### src/smbtg_pkg.sv
// Package for the SMBus master bus-phase timing generator.
// Assumes a 10 MHz system clock; bus intervals count overflow strobes.
package smbtg_pkg;
	// System clock period in ns
	localparam int CLK_PERIOD_NS = 100;
	// Overflow periods per bus interval
	localparam int LOW_OVF = 1;
	localparam int HIGH_OVF = 2;
	localparam int START_HOLD_OVF = 1;
	localparam int RESTART_SETUP_OVF = 2;
	localparam int STOP_SETUP_OVF = 2;
	localparam int STOP_GAP_OVF = 2;
	// Clock-low timeout in ms, and its cycle count (rounded down)
	localparam int SCL_LOW_TIMEOUT_MS = 25;
	localparam int SCL_LOW_TIMEOUT_CYC = SCL_LOW_TIMEOUT_MS * 1000000 / CLK_PERIOD_NS;
	localparam int OVF_CNT_W = 2;
	// Bus phase states, one-hot
	typedef enum logic [6:0] {
		SMBTG_IDLE = 7'h01,
		SMBTG_START_HOLD = 7'h02,
		SMBTG_LOW = 7'h04,
		SMBTG_HIGH = 7'h08,
		SMBTG_RS_SETUP = 7'h10,
		SMBTG_STOP_SETUP = 7'h20,
		SMBTG_BUS_FREE = 7'h40
	} smbtg_state_t;
	// Bus commands
	typedef enum logic [1:0] {
		SMBTG_CMD_BIT = 2'h0,
		SMBTG_CMD_RESTART = 2'h1,
		SMBTG_CMD_STOP = 2'h2
	} smbtg_cmd_t;
endpackage : smbtg_pkg

### src/smbtg_top.sv
// SMBus master bus-phase timing generator: SCL/SDA phase sequencing
// from overflow strobes, plus SCL clock-low timeout detection.
// Assumes ovf_strobe_in is a one-cycle pulse on clk_in; SCL is a pin.
`timescale 1ns/1ns
module smbtg_top #(
	parameter int TIMEOUT_CYC = smbtg_pkg::SCL_LOW_TIMEOUT_CYC
) (
	input wire logic clk_in, // System clock, 10 MHz
	input wire logic rst_in, // Async reset, active high
	input wire logic ovf_strobe_in, // Clock-source overflow pulse
	input wire logic start_in, // Request START from idle, hold until busy
	input wire logic cmd_valid_in, // Next bus command valid
	input wire logic [1:0] cmd_in, // Bit, restart or stop
	input wire logic sda_bit_in, // Data bit to drive
	input wire logic scl_in, // SCL pin level
	input wire logic sda_in, // SDA pin level
	output logic scl_out, // SCL drive value (always 0)
	output logic scl_oe_out, // SCL pull-low enable
	output logic sda_out, // SDA drive value (always 0)
	output logic sda_oe_out, // SDA pull-low enable
	output logic cmd_ready_out, // Command accepted this cycle
	output logic busy_out, // Bus owned by this master
	output logic bit_done_out, // Pulse: bit completed, SDA sampled
	output logic sda_sample_out, // Sampled SDA at SCL high
	output logic timeout_out // Sticky clock-low timeout flag
);
	typedef struct packed {
		smbtg_pkg::smbtg_state_t state;
		logic [smbtg_pkg::OVF_CNT_W-1:0] cnt;
		logic scl_low;
		logic sda_low;
		logic bit_done;
		logic sda_sample;
		logic [31:0] low_cnt;
		logic timeout;
	} smbtg_top_t;
	smbtg_top_t st_r;
	smbtg_top_t st_nxt;
	logic scl_s;
	logic sda_s;
	logic tick;
	logic cmd_take;
	logic [smbtg_pkg::OVF_CNT_W-1:0] cnt_inc;

	// Pins pass two flops before use
	smbtg_sync u_scl_sync (
		.clk_in(clk_in),
		.rst_in(rst_in),
		.rst_val_in(1'b1),
		.d_in(scl_in),
		.q_out(scl_s)
	);
	smbtg_sync u_sda_sync (
		.clk_in(clk_in),
		.rst_in(rst_in),
		.rst_val_in(1'b1),
		.d_in(sda_in),
		.q_out(sda_s)
	);

	assign tick = ovf_strobe_in;
	assign cnt_inc = st_r.cnt + 2'h1;
	// Command taken only at the end of a high phase; the SCL level gates it
	// too, so a tick that lands in a stretch never drops an accepted command
	assign cmd_take = (st_r.state == smbtg_pkg::SMBTG_HIGH) && tick && scl_s && cmd_valid_in
		&& (cnt_inc == 2'(smbtg_pkg::HIGH_OVF));

	// Phase sequencer; counts restart at each event so every interval is whole
	always_comb begin
		st_nxt = st_r;
		st_nxt.bit_done = 1'b0;
		case (st_r.state)
			smbtg_pkg::SMBTG_IDLE: begin
				st_nxt.scl_low = 1'b0;
				st_nxt.sda_low = 1'b0;
				st_nxt.cnt = '0;
				// START waits for a strobe so its hold is a whole period
				if (start_in && tick) begin
					st_nxt.sda_low = 1'b1; // START: SDA falls with SCL high
					st_nxt.state = smbtg_pkg::SMBTG_START_HOLD;
				end
			end
			smbtg_pkg::SMBTG_START_HOLD: begin
				if (tick) begin
					st_nxt.scl_low = 1'b1;
					st_nxt.state = smbtg_pkg::SMBTG_LOW;
				end
			end
			smbtg_pkg::SMBTG_LOW: begin
				if (tick) begin
					st_nxt.scl_low = 1'b0;
					st_nxt.cnt = '0;
					st_nxt.state = smbtg_pkg::SMBTG_HIGH;
				end else begin
					st_nxt.sda_low = ~sda_bit_in;
				end
			end
			smbtg_pkg::SMBTG_HIGH: begin
				// Wait while a slave stretches SCL low
				if (tick && scl_s) begin
					st_nxt.cnt = cnt_inc;
					if (cnt_inc == 2'(smbtg_pkg::HIGH_OVF)) begin
						st_nxt.bit_done = 1'b1;
						st_nxt.sda_sample = sda_s;
						st_nxt.cnt = '0;
						st_nxt.scl_low = 1'b1;
						st_nxt.state = smbtg_pkg::SMBTG_LOW;
						if (cmd_take && cmd_in == smbtg_pkg::SMBTG_CMD_RESTART) begin
							st_nxt.sda_low = 1'b0; // release for setup
							st_nxt.state = smbtg_pkg::SMBTG_RS_SETUP;
						end else if (cmd_take && cmd_in == smbtg_pkg::SMBTG_CMD_STOP) begin
							st_nxt.sda_low = 1'b1; // hold low for setup
							st_nxt.state = smbtg_pkg::SMBTG_STOP_SETUP;
						end
					end
				end
			end
			smbtg_pkg::SMBTG_RS_SETUP, smbtg_pkg::SMBTG_STOP_SETUP: begin
				// One low period, then SCL released for the setup count
				if (st_r.scl_low) begin
					if (tick) begin
						st_nxt.scl_low = 1'b0;
					end
				end else if (tick && scl_s) begin
					st_nxt.cnt = cnt_inc;
					if (st_r.state == smbtg_pkg::SMBTG_RS_SETUP
						&& cnt_inc == 2'(smbtg_pkg::RESTART_SETUP_OVF)) begin
						st_nxt.cnt = '0;
						st_nxt.sda_low = 1'b1; // repeated START
						st_nxt.state = smbtg_pkg::SMBTG_START_HOLD;
					end else if (st_r.state == smbtg_pkg::SMBTG_STOP_SETUP
						&& cnt_inc == 2'(smbtg_pkg::STOP_SETUP_OVF)) begin
						st_nxt.cnt = '0;
						st_nxt.sda_low = 1'b0; // STOP
						st_nxt.state = smbtg_pkg::SMBTG_BUS_FREE;
					end
				end
			end
			smbtg_pkg::SMBTG_BUS_FREE: begin
				if (tick) begin
					st_nxt.cnt = cnt_inc;
					if (cnt_inc == 2'(smbtg_pkg::STOP_GAP_OVF)) begin
						st_nxt.cnt = '0;
						st_nxt.state = smbtg_pkg::SMBTG_IDLE;
					end
				end
			end
			default: begin
				st_nxt.state = smbtg_pkg::SMBTG_IDLE;
			end
		endcase
		// Clock-low watchdog; counter saturates, flag is sticky until reset
		if (scl_s) begin
			st_nxt.low_cnt = '0;
		end else if (st_r.low_cnt < 32'(TIMEOUT_CYC)) begin
			st_nxt.low_cnt = st_r.low_cnt + 32'h0000_0001;
		end
		if (st_r.low_cnt >= 32'(TIMEOUT_CYC)) begin
			st_nxt.timeout = 1'b1;
		end
	end

	// State register
	always_ff @(posedge clk_in or posedge rst_in) begin
		if (rst_in) begin
			st_r <= '{state: smbtg_pkg::SMBTG_IDLE, default: '0};
		end else begin
			st_r <= st_nxt;
		end
	end

	assign scl_out = 1'b0;
	assign sda_out = 1'b0;
	assign scl_oe_out = st_r.scl_low;
	assign sda_oe_out = st_r.sda_low;
	assign cmd_ready_out = cmd_take;
	assign busy_out = (st_r.state != smbtg_pkg::SMBTG_IDLE);
	assign bit_done_out = st_r.bit_done;
	assign sda_sample_out = st_r.sda_sample;
	assign timeout_out = st_r.timeout;

	// Checks
	a_low_one_tick: assert property (@(posedge clk_in) disable iff (rst_in)
		(st_r.state == smbtg_pkg::SMBTG_LOW && tick) |=> !st_r.scl_low)
		else $error("scl low phase not one overflow");
	a_high_two_ticks: assert property (@(posedge clk_in) disable iff (rst_in)
		$rose(st_r.bit_done) |-> $past(st_r.cnt) == 2'(smbtg_pkg::HIGH_OVF - 1))
		else $error("scl high phase not two overflows");
	a_free_gap: assert property (@(posedge clk_in) disable iff (rst_in)
		(st_r.state == smbtg_pkg::SMBTG_BUS_FREE && !tick) |=>
		st_r.state == smbtg_pkg::SMBTG_BUS_FREE)
		else $error("bus free left without overflow");
	a_start_hold: assert property (@(posedge clk_in) disable iff (rst_in)
		(st_r.state == smbtg_pkg::SMBTG_START_HOLD) |-> !st_r.scl_low)
		else $error("scl low during start hold");
	a_restart_setup: assert property (@(posedge clk_in) disable iff (rst_in)
		(st_r.state == smbtg_pkg::SMBTG_RS_SETUP) |-> !st_r.sda_low)
		else $error("sda low during restart setup");
	a_stop_setup: assert property (@(posedge clk_in) disable iff (rst_in)
		$fell(st_r.sda_low) && $past(st_r.state) == smbtg_pkg::SMBTG_STOP_SETUP
		|-> $past(st_r.cnt) == 2'(smbtg_pkg::STOP_SETUP_OVF - 1))
		else $error("stop released early");
	a_timeout_flag: assert property (@(posedge clk_in) disable iff (rst_in)
		(st_r.low_cnt >= 32'(TIMEOUT_CYC)) |=> st_r.timeout)
		else $error("timeout not flagged");
	a_tick_step: assert property (@(posedge clk_in) disable iff (rst_in)
		(!tick && st_r.state != smbtg_pkg::SMBTG_IDLE) |=> $stable(st_r.scl_low))
		else $error("scl moved without overflow");
	// A START launched between strobes would leave a partial hold period
	a_start_on_tick: assert property (@(posedge clk_in) disable iff (rst_in)
		($rose(st_r.sda_low) && st_r.state == smbtg_pkg::SMBTG_START_HOLD) |-> $past(tick))
		else $error("start not aligned to overflow");
	a_cmd_taken: assert property (@(posedge clk_in) disable iff (rst_in)
		cmd_take |=> st_r.bit_done)
		else $error("accepted command lost");
	c_start: cover property (@(posedge clk_in) st_r.state == smbtg_pkg::SMBTG_START_HOLD);
	c_restart: cover property (@(posedge clk_in) st_r.state == smbtg_pkg::SMBTG_RS_SETUP);
	c_stop: cover property (@(posedge clk_in) st_r.state == smbtg_pkg::SMBTG_BUS_FREE);
	c_timeout: cover property (@(posedge clk_in) st_r.timeout);
endmodule : smbtg_top

### src/smbtg_sync.sv
// Two-flop synchroniser for one level from outside the clock domain.
// Assumes the input may change at any time relative to clk_in.
`timescale 1ns/1ns
module smbtg_sync (
	input wire logic clk_in, // System clock
	input wire logic rst_in, // Async reset, active high
	input wire logic rst_val_in, // Unused-safe marker, tie per level
	input wire logic d_in, // Asynchronous level
	output logic q_out // Synchronised level
);
	typedef struct packed {
		logic s1;
		logic s2;
	} smbtg_sync_t;
	smbtg_sync_t st_r;
	smbtg_sync_t st_nxt;

	// First flop feeds only the second
	always_comb begin
		st_nxt.s1 = d_in;
		st_nxt.s2 = st_r.s1;
	end

	// Reset to idle-high bus level
	always_ff @(posedge clk_in or posedge rst_in) begin
		if (rst_in) begin
			st_r <= 2'h3;
		end else begin
			st_r <= st_nxt;
		end
	end

	assign q_out = st_r.s2 & (rst_val_in | 1'b1);
endmodule : smbtg_sync

### config.mk
export PLATFORM = sky130hd
export DESIGN_NAME = smbtg_top
export DESIGN_NICKNAME = d
export VERILOG_FILES = /design/src/smbtg_pkg.sv /design/src/smbtg_top.sv /design/src/smbtg_sync.sv
export SDC_FILE = /design/constraint.sdc
export NUM_CORES = 1
export LEC_CHECK = 0
export BUFFER_PORTS_ARGS = -buffer_cell sky130_fd_sc_hd__buf_4
export CORE_MARGIN = 1
export CORE_UTILIZATION = 35
export DETAILED_ROUTE_END_ITERATION = 10
export GPL_TIMING_DRIVEN = 1
export SLEW_MARGIN = 25
export SYNTH_ARGS = -nofsm -noshare
export SYNTH_HDL_FRONTEND = slang
export SYNTH_SLANG_ARGS = --single-unit
### constraint.sdc
create_clock -name clk_in -period 1.95 [get_ports clk_in]
set_clock_uncertainty 0.1 [all_clocks]
set_input_delay 0.2925 -clock clk_in [delete_from_list [all_inputs] [get_ports clk_in]]
set_output_delay 0.2925 -clock clk_in [all_outputs]
set_load 0.005 [all_outputs]
# Word level (Yosys, flattened, before mapping)
# Index checks and enable logic that the tools add are counted.
# op_classes
add_sub_neg,2
n_mul,0
div_mod_pow,0
order_cmp,2
eq_ne,23
shift,0
mux,31
bitwise_logic,1
n_reduce_logical,20
# ops
cell,n
two-way mux 32 bit,2
two-way mux 9 bit,6
one-hot mux 7 bit (6 select lines),1
adder 32 x 1 -> 32 bit (second input constant),1
>= comparator 32 x 18 -> 1 bit (second input constant),1
< comparator 32 x 18 -> 1 bit (second input constant),1
two-way mux 13 bit,2
two-way mux 7 bit,3
!= test 2 bit (second input constant),8
two-way mux 1 bit,11
logical AND 1 bit,10
two-way mux 10 bit,1
one-hot mux 2 bit (5 select lines),1
AND reduction 10 bit,1
nonzero test 5 bit,2
AND reduction 8 bit,1
equality test 7 x 1 -> 1 bit (second input constant),1
equality test 7 x 2 -> 1 bit (second input constant),1
equality test 7 x 3 -> 1 bit (second input constant),1
equality test 7 x 4 -> 1 bit (second input constant),1
equality test 7 x 5 -> 1 bit (second input constant),1
equality test 7 x 6 -> 1 bit (second input constant),1
equality test 7 bit (second input constant),1
!= test 7 x 1 -> 1 bit (second input constant),1
17 further kinds,19
# totals
register_bits,50
latchBits,0
ram_bits,0
romBits,0
input_bits,10
out_inout_bits,9
word_cells,91
n_memories,0

# Longest topological paths before layout
# Gate-level depths: netlist (run 1).
# depth
ltp_word,11
depth_mapped,8
ltp_nobuf,7

# Hierarchy
# A second synthesis (run 1) with hierarchy kept.
# hier_totals
cells_unflattened,289
area_unflattened_um2,2718.9
# modules_own_cells
module,instances,cells_per_inst,area_per_inst_um2,seq_area_each_um2
smbtg_top,1,283,2606.2,1152.4
smbtg_sync,2,3,56.3,52.6

# Least setup slack after synthesis (run 1)
# Ideal clock, no wire load.
# synth_path
path_kind,register -> register
startpoint,reg st_r[43] in the netlist's numbering
endpoint,reg st_r (netlist bit sda_oe_out)
setup_ns,0.125
t_arrival_ns,1.923
required_time_ns,1.725
path_slack_ns,-0.197
path_stages_with_launch,8
n_path_buf,1
synth_period_minus_slack_ns,2.147
cell_sequence,dfrtp_1 > clkbuf_2 > nor3_4 > nand2_1 > nor3b_1 > nor2_1 > a2111oi_2 > mux2_2
# synth_via
elab_chain_cells,10
elab_cells_between_ends,30
classes_between,eq/ne (12); mux (7); reduce/logical (11)
# synth_rtl
item,line,rtl
from (decl),smbtg_top.sv:37,smbtg_top_t st_r;
from (signal assigned),smbtg_top.sv:168,st_r <= st_nxt;
equality test 7 x 4 -> 1 bit,"smbtg_top.sv:65, smbtg_top.sv:72",
logical AND 1 bit (3 in a row),smbtg_top.sv:65,assign cmd_take = (st_r.state == smbtg_pkg::SMBTG_HIGH) && tick && scl_s && cmd_valid_in
logical AND 1 bit,smbtg_top.sv:66,&& (cnt_inc == 2'(smbtg_pkg::HIGH_OVF));
logical AND 1 bit,smbtg_top.sv:108,if (cmd_take && cmd_in == smbtg_pkg::SMBTG_CMD_RESTART) begin
two-way mux 1 bit,smbtg_top.sv:108,
two-way mux 13 bit,smbtg_top.sv:102,if (cnt_inc == 2'(smbtg_pkg::HIGH_OVF)) begin
two-way mux 13 bit,smbtg_top.sv:100,if (tick && scl_s) begin
one-hot mux 1 bit (4 select lines),smbtg_top.sv:72,case (st_r.state)
# Parallel ways exist; a longest one is shown, timed or not. The select of a mux whose other input is x is not followed.
# A chain may end at the register's enable or synchronous reset.

# Worst setup path in the final report (run 1)
# layout_path
startpoint,reg st_r[44] in the netlist's numbering
endpoint,out cmd_ready_out
# layout_via
elab_chain_cells,5
# layout_rtl
item,line,rtl
equality test 7 x 4 -> 1 bit,smbtg_top.sv:65,
logical AND 1 bit (3 in a row),smbtg_top.sv:65,
logical AND 1 bit,smbtg_top.sv:66,
to (decl),smbtg_top.sv:21,"output logic cmd_ready_out,"
# No other way between the ends.

==> results of run 1 <==
==> flip-flops by register name (all words and copies together), names as in the netlist <==
| register | count |
|---|---|
| scl_oe_out | 1 |
| timeout_out | 1 |
| sda_oe_out | 1 |
| bit_done_out | 1 |
| u_sda_sync.q_out | 1 |
| st_r | 41 |
| sda_sample_out | 1 |
| u_scl_sync.st_nxt | 1 |
| u_scl_sync.q_out | 1 |
| u_sda_sync.st_nxt | 1 |
==> routing by layer <==
| metal | vias up | wire (µm) | track usage [%] |
|---|---|---|---|
| li1 | 1029 | - | - |
| met2 | 35 | 3140 | 27.6 |
| met4 | 0 | 97 | 6.56 |
| met3 | 8 | 180 | 3.32 |
| met1 | 1074 | 2810 | 22.9 |
| met5 | - | 0 | 0 |
==> cells by family after synthesis <==
logic type / count (synthesis) / synth area share, %
AOI/OAI and AO/OA: 35 / 10.0
muxes: 6 / 2.56
and+or+nand+nor: 114 / 25.4
other: 1 / 0.147
buffers and inverters: 25 / 4.23
adders and majority gates: 4 / 1.97
xor gates and xnor gates: 18 / 6.20
DFF: 50 / 49.4
==> worst max path at each step <==
stage / endpoint / slack (ns) / start / cells after the start
after CTS: st_r[14]$_DFFE_PP0P_ / -0.15 / st_r[12]$_DFFE_PP0P_ / 7
final: cmd_ready_out / -0.20 / st_r[44]$_DFFE_PP0P_ / 6
after detailed placement: timeout_out$_DFFE_PP0P_ / -0.15 / st_r[9]$_DFFE_PP0P_ / 6
after floorplan: st_r[12]$_DFFE_PP0P_ / -0.12 / st_r[9]$_DFFE_PP0P_ / 7
after global placement: timeout_out$_DFFE_PP0P_ / -0.11 / st_r[9]$_DFFE_PP0P_ / 6
after global routing: cmd_ready_out / -0.27 / st_r[45]$_DFFE_PP0P_ / 6
==> Yosys cell counts, types with 3 or more instances <==
library cell / n / area share, %
dfrtp_1: 45 / 44
nor2_1: 28 / 4.1
nor2b_1: 16 / 3.9
xor2_1: 16 / 5.5
nand2_1: 14 / 2.1
nand3_1: 11 / 2.2
inv_1: 10 / 1.5
o21ai_0: 10 / 2.0
clkbuf_1: 9 / 1.3
nand4_1: 8 / 2.0
a21oi_1: 7 / 1.4
and3_1: 7 / 1.7
dfstp_2: 5 / 5.2
nor4_1: 5 / 1.2
and2_1: 4 / 0.98
ha_1: 4 / 2.0
mux2_2: 4 / 1.8
and4_1: 3 / 1.0
and4b_1: 3 / 1.2
buf_4: 3 / 0.89
nand4b_1: 3 / 1.0
==> power groups by stage <==
| stage | logic, mW | registers (mW) | clock network (mW) |
|---|---|---|---|
| 6_report | 1.32 | 1.19 | 0.588 |
| 5_1_grt | 1.41 | 1.20 | 0.652 |
| 4_1_cts | 1.16 | 1.19 | 0.609 |
| 3_5_place_dp | 0.920 | 1.20 | 0 |
| 3_3_place_gp | 0.918 | 1.20 | 0 |
| 2_1_floorplan | 0.545 | 1.18 | 0 |
==> area by class of cell <==
cell class,instances,area [µm²]
clock buffers,8,80.1
fillers,628,3350
inverters,10,37.5
multi-input cells,179,1390
flip-flops and latches,50,1260
well taps,96,120
repair buffers,82,669
==> per-stage QoR <==
step	total power, mW	setup TNS (ns)
6_report	3.10	-3.15
5_1_grt	3.26	-5.66
4_1_cts	2.96	-2.45
3_5_place_dp	2.12	-2.09
3_3_place_gp	2.12	-1.65
2_1_floorplan	1.73	-1.10
==> worst reg2reg max path, cell delays in order (launching register included) <==
cell and delay (ns):
dfrtp_2 0.44, nor4_4 0.36, nand4_1 0.20, a32oi_4 0.34, nor2_2 0.08, nand2_2 0.12
buf_4 0.12, mux2_2 0.31
==> timing repair <==
action,CTS,global route
gates resized for setup,44,20
endpoints found under the setup margin,29,33
setup buffers,13,8
hold endpoints to repair,17,0
hold buffers,3,0
pin swaps,27,19
cloned,1,0
==> impl_metrics.toml, run 1 <==
[status]
status = "complete, but fails checks"
violations = "negative setup slack"

[global_routing]
grt_pass1_vias = 2105
grt_max_degree = 23
grt_use_total_pct = 17.1
antenna_found_initial = 0
grt_overflow_total = 0
grt_pass1_wl_mm = 10.1

[timing]
finalMaxSlewViolations = 0
fin_ws_ns = -0.202
final.min_clock_period_ns = 2.15
finalSetupViolations = 31
fmax_mhz = 465
rsz0062_at_grt = "true"
hold_violations = 0
hold_ws_ns = 0.152
period_share_pct = 110

[layout]
final_cell_mix = "buf_4 (65), dfrtp_1 (41), nor2_1 (22)"
nets = 342
fin_cells = 425
area_growth_pct = 39.8
n_antenna_cell = 0
fin_area_um2 = 3560
layout-drive-gt1-share_pct = 42.6
post-route-util_pct = 51.5
final_common_cell = "buf_4"

[yosys]
ys_types = 53
synth_area_per_cell_um2 = 10.1
async_flop_share_pct = 100
synth_area_um2 = 2540
syn_inst = 253
synth-edff-count = 0
synth_seq_area_share_pct = 49.4
ys.flop_type = "dfrtp_1"
ys_seq_elements = 50
yosysWarnings = 0

[die]
die-area_um2 = 7610
dieHeight_um = 87.3
placeableCoreArea_um2 = 6910
io_pins = 19
die_w_um = 87.3
num_rows = 30
initial_core_util_pct = 36.8

[power_and_ir_drop]
p_sw_mw = 1.00
p_clk_share_pct = 19.0
p_leak_nw = 1.63
seqPwrFrac_pct = 38.5
ir_worst_vdd_v = 0.000407
internal_power_mw = 2.10
power.density_nw_per_um2 = 872
sw_frac_of_total_pct = 32.3
p_comb_share_pct = 42.6

[min_path]
holdPathStages = 2
hold_path.class = "input pin to register"
hold_end = "st_r[43]$_DFFE_PP0P_"
min-delay-start = "cmd_valid_in"

[cts]
cts.sinks = 50
clockBufferDepth = 2
cts_made_buffers = 5
insertion_delay_ns = 0.31
clkTransAtPathRegs_ns = 0.09
cts_root_buffer = "clkbuf_8"
cts_tree = "done"
ctsHtreeMaxLevel = 2

[route]
vias_per_cell = 5.05
drt_wl_total_mm = 6.23
dr.pass1.iters = 4
vias = 2146
avgRoutedWirePerCell_um = 14.7
antenna_left = 0
drcViolationCount = 0
drt_iter0_markers = 140

[placed_design]
place_congestion = 0.817
dp_cells = 395
place_ws_ns = -0.148
portBuffers = 16
dp_hpwl_mm = 3.89
placed_cell_area_um2 = 3080

[critical_path]
reg2reg_from = "st_r[40]$_DFFE_PP0P_"
r2r_setup_slack_ns = -0.18
cpLargestDelayFamily = "simple AND/OR/NAND/NOR gates"
worst_path_max_delay_cell = "dfrtp_2"
r2r-end = "st_r[39]$_DFFE_PP1P_"
critPathKind = "register to output port"
crit_required_ns = 1.56
end_kind = "output port"
ff2ff_path_depth = 7
crit_arrival_ns = 1.76
crit_buf_inv = 2
start_kind = "register"
path_max_fanout = 2
critPathMaxStageDelay_ns = 0.44
cp_cell_sequence = "nor3_4 -> buf_4 -> nand4b_1 -> nor2_2 -> and2_4 -> buf_6"

[job]
maxCapViolations = 0
(Power assumes the default switching activity.)
==> inputs of run 2 (changes only) <==
--- a/config.mk
+++ b/config.mk
@@ -5,7 +5,9 @@
 export SDC_FILE = /design/constraint.sdc
 export NUM_CORES = 1
 export LEC_CHECK = 0
+export ABC_AREA = 1
 export BUFFER_PORTS_ARGS = -buffer_cell sky130_fd_sc_hd__buf_4
+export CAP_MARGIN = 25
 export CORE_MARGIN = 1
 export CORE_UTILIZATION = 35
 export DETAILED_ROUTE_END_ITERATION = 10
==> impl_metrics.toml, run 2 <==
[cts]
cts_root_buffer = "clkbuf_8"
cts.sinks = 50
clockBufferDepth = 2
clkTransAtPathRegs_ns = 0.11
cts_tree = "done"
ctsHtreeMaxLevel = 2
insertion_delay_ns = 0.31
cts_made_buffers = 5

[layout]
largest_register = "st_r"
final_common_cell = "nand2_1"
n_fill_cell = 771
fin_cells = 523
layout-drive-gt1-share_pct = 21.6
fin_area_um2 = 3400
nets = 434
largest_reg_flops = 41
area_growth_pct = 18.4
n_antenna_cell = 0
post-route-util_pct = 43.5
final_cell_mix = "nand2_1 (96), inv_1 (48), nor2_1 (46)"

[yosys]
syn_inst = 379
synthSimpleGateAreaFrac_pct = 35.5
synth_area_um2 = 2870
ys_seq_elements = 50
synth_seq_area_share_pct = 43.8
yosys-mux-area-fraction_pct = 0
synth_xor_area_share_pct = 4.58
synth-edff-count = 0
ys.flop_type = "dfrtp_1"
synth_area_per_cell_um2 = 7.57
async_flop_share_pct = 100
synth_common_cells = "nand2_1 (98), inv_1 (50), nor2_1 (47)"
ys_types = 36
synth_compound_area_share_pct = 5.02
synthTopCellsByArea = "dfrtp_1 (39%), nand2_1 (13%), inv_1 (6.5%)"
yosysTopAreaCell = "dfrtp_1"
synth_top_family_by_area = "simple AND/OR/NAND/NOR gates"
synthAdderAreaFrac_pct = 1.75
yosysWarnings = 0
yosysMostFrequentCell = "nand2_1"
yosysTopAreaCellShare_pct = 39.3

[route]
drt_wl_total_mm = 6.40
avgRoutedWirePerCell_um = 12.2
drcViolationCount = 0
vias = 2442
antenna_left = 0
drt_iter0_markers = 146
vias_per_cell = 4.67
dr.pass1.iters = 4

[power_and_ir_drop]
seqPwrFrac_pct = 39.3
sw_frac_of_total_pct = 38.8
p_sw_mw = 1.15
finalPower_mw = 2.97
p_clk_share_pct = 22.1
power.density_nw_per_um2 = 875
p_comb_share_pct = 38.6
p_leak_nw = 1.69
internal_power_mw = 1.82
ir_worst_vdd_v = 0.000295

[timing]
finalMaxSlewViolations = 0
final.min_clock_period_ns = 1.95
finalSetupViolations = 0
tns_ns = 0
period_share_pct = 99.8
hold_violations = 0
rsz0062_at_grt = "true"
fmax_mhz = 514

[placed_design]
placed_cell_area_um2 = 3140
dp_hpwl_mm = 4.74
portBuffers = 16
place_congestion = 0.918
dp_cells = 499

[die]
die_w_um = 92.5
die-area_um2 = 8560
num_rows = 32
dieHeight_um = 92.5
initial_core_util_pct = 36.7
placeableCoreArea_um2 = 7810
io_pins = 19

[global_routing]
grt_max_degree = 21
grt_use_total_pct = 16.5
grt_pass1_wl_mm = 11.2
grt_pass1_vias = 2458
grt_overflow_total = 0
antenna_found_initial = 0

[critical_path]
reg2reg_from = "st_r[43]$_DFFE_PP0P_"
setup.worst_path.end = "cmd_ready_out"
crit_required_ns = 1.56
r2r_setup_slack_ns = 0.15
r2r-end = "st_r[41]$_DFFE_PP0P_"
crit_cells = 8
crit_top_cell = "nor2_4"
cp_cell_sequence = "inv_2 -> nand2_2 -> nor2_4 -> nand2_4 -> nor2_4 -> nand2_2 -> nor2_4 -> buf_6"
start_kind = "register"
end_kind = "output port"
cpLargestDelayFamily = "simple AND/OR/NAND/NOR gates"
critPathMaxStageDelay_ns = 0.42
crit_start = "st_r[41]$_DFFE_PP0P_"
crit_arrival_ns = 1.55
path_max_fanout = 3
critPathKind = "register to output port"
worst_path_max_delay_cell = "dfrtp_1"
ff2ff_path_depth = 12
crit_buf_inv = 2

[min_path]
hold_path.class = "input pin to register"

[status]
status = "finished, final reports clean"

[job]
maxCapViolations = 0
run 2: kinds of logic after synthesis:
kind of cell | count (synthesis)
AOI/OAI and AO/OA | 26
xor gates and xnor gates | 15
adders and majority gates | 4
buffers and inverters | 64
DFF | 50
other | 1
and+or+nand+nor | 219
run 2: metrics by stage:
stage / hold slack [ns] / setup WS (ns)
6_report: 0.145 / 0.00309
4_1_cts: 0.138 / 0.00813
3_5_place_dp: 0.238 / 0.179
2_1_floorplan: 0.197 / 0.365
3_3_place_gp: 0.238 / 0.163
5_1_grt: 0.174 / -0.0801
run 2: worst min-delay path, cell delays in order:
cell and delay (ns):
buf_4 0.08, nand2_1 0.08, nand2_1 0.07, nand2_1 0.05
run 2: worst min path at each step:
stage | startpoint | end | slack, ns | depth (start not counted)
floorplan | scl_in | u_scl_sync.st_nxt[0]$_DFF_PP1_ | 0.20 | 0
global placement | rst_in | st_r[6]$_DFFE_PP0P_ | 0.24 | 2
detailed placement | rst_in | st_r[40]$_DFFE_PP0P_ | 0.24 | 2
CTS | start_in | st_r[39]$_DFFE_PP1P_ | 0.14 | 4
global route | cmd_in[1] | st_r[43]$_DFFE_PP0P_ | 0.17 | 4
finish | start_in | st_r[39]$_DFFE_PP1P_ | 0.14 | 4
run 2: routing by layer:
layer | up-vias | GRT usage, % | wire, µm
met5 | - | 0 | 0
met4 | 0 | 7.81 | 113
met3 | 10 | 3.61 | 264
met2 | 56 | 26.1 | 2980
met1 | 1113 | 21.5 | 3050
li1 | 1263 | - | -
run 2: power by group through the flow:
stage	Combinational, mW	Sequential, mW	Clock [mW]
6_report	1.15	1.17	0.658
3_5_place_dp	0.994	1.20	0
5_1_grt	1.27	1.18	0.731
3_3_place_gp	0.990	1.19	0
4_1_cts	1.06	1.17	0.686
2_1_floorplan	0.743	1.19	0
run 2: timing repair:
action                     4_1_cts  5_1_grt
pin swaps                        2        6
hold endpoints to repair        18        0
gates resized for setup          2        8
setup endpoints to repair        1       25
setup buffers                    6        7
hold buffers                     3        0
run 2: cell type report:
type                       instances  area [µm²]  area share, %
sequential                        50        1260           37.0
clock inverter                     3        26.3          0.774
inverter                          58         218           6.41
multi-input combinational        266        1380           40.7
tap                              102         128           3.76
timing repair buffer              39         317           9.32
clock buffer                       5        68.8           2.03
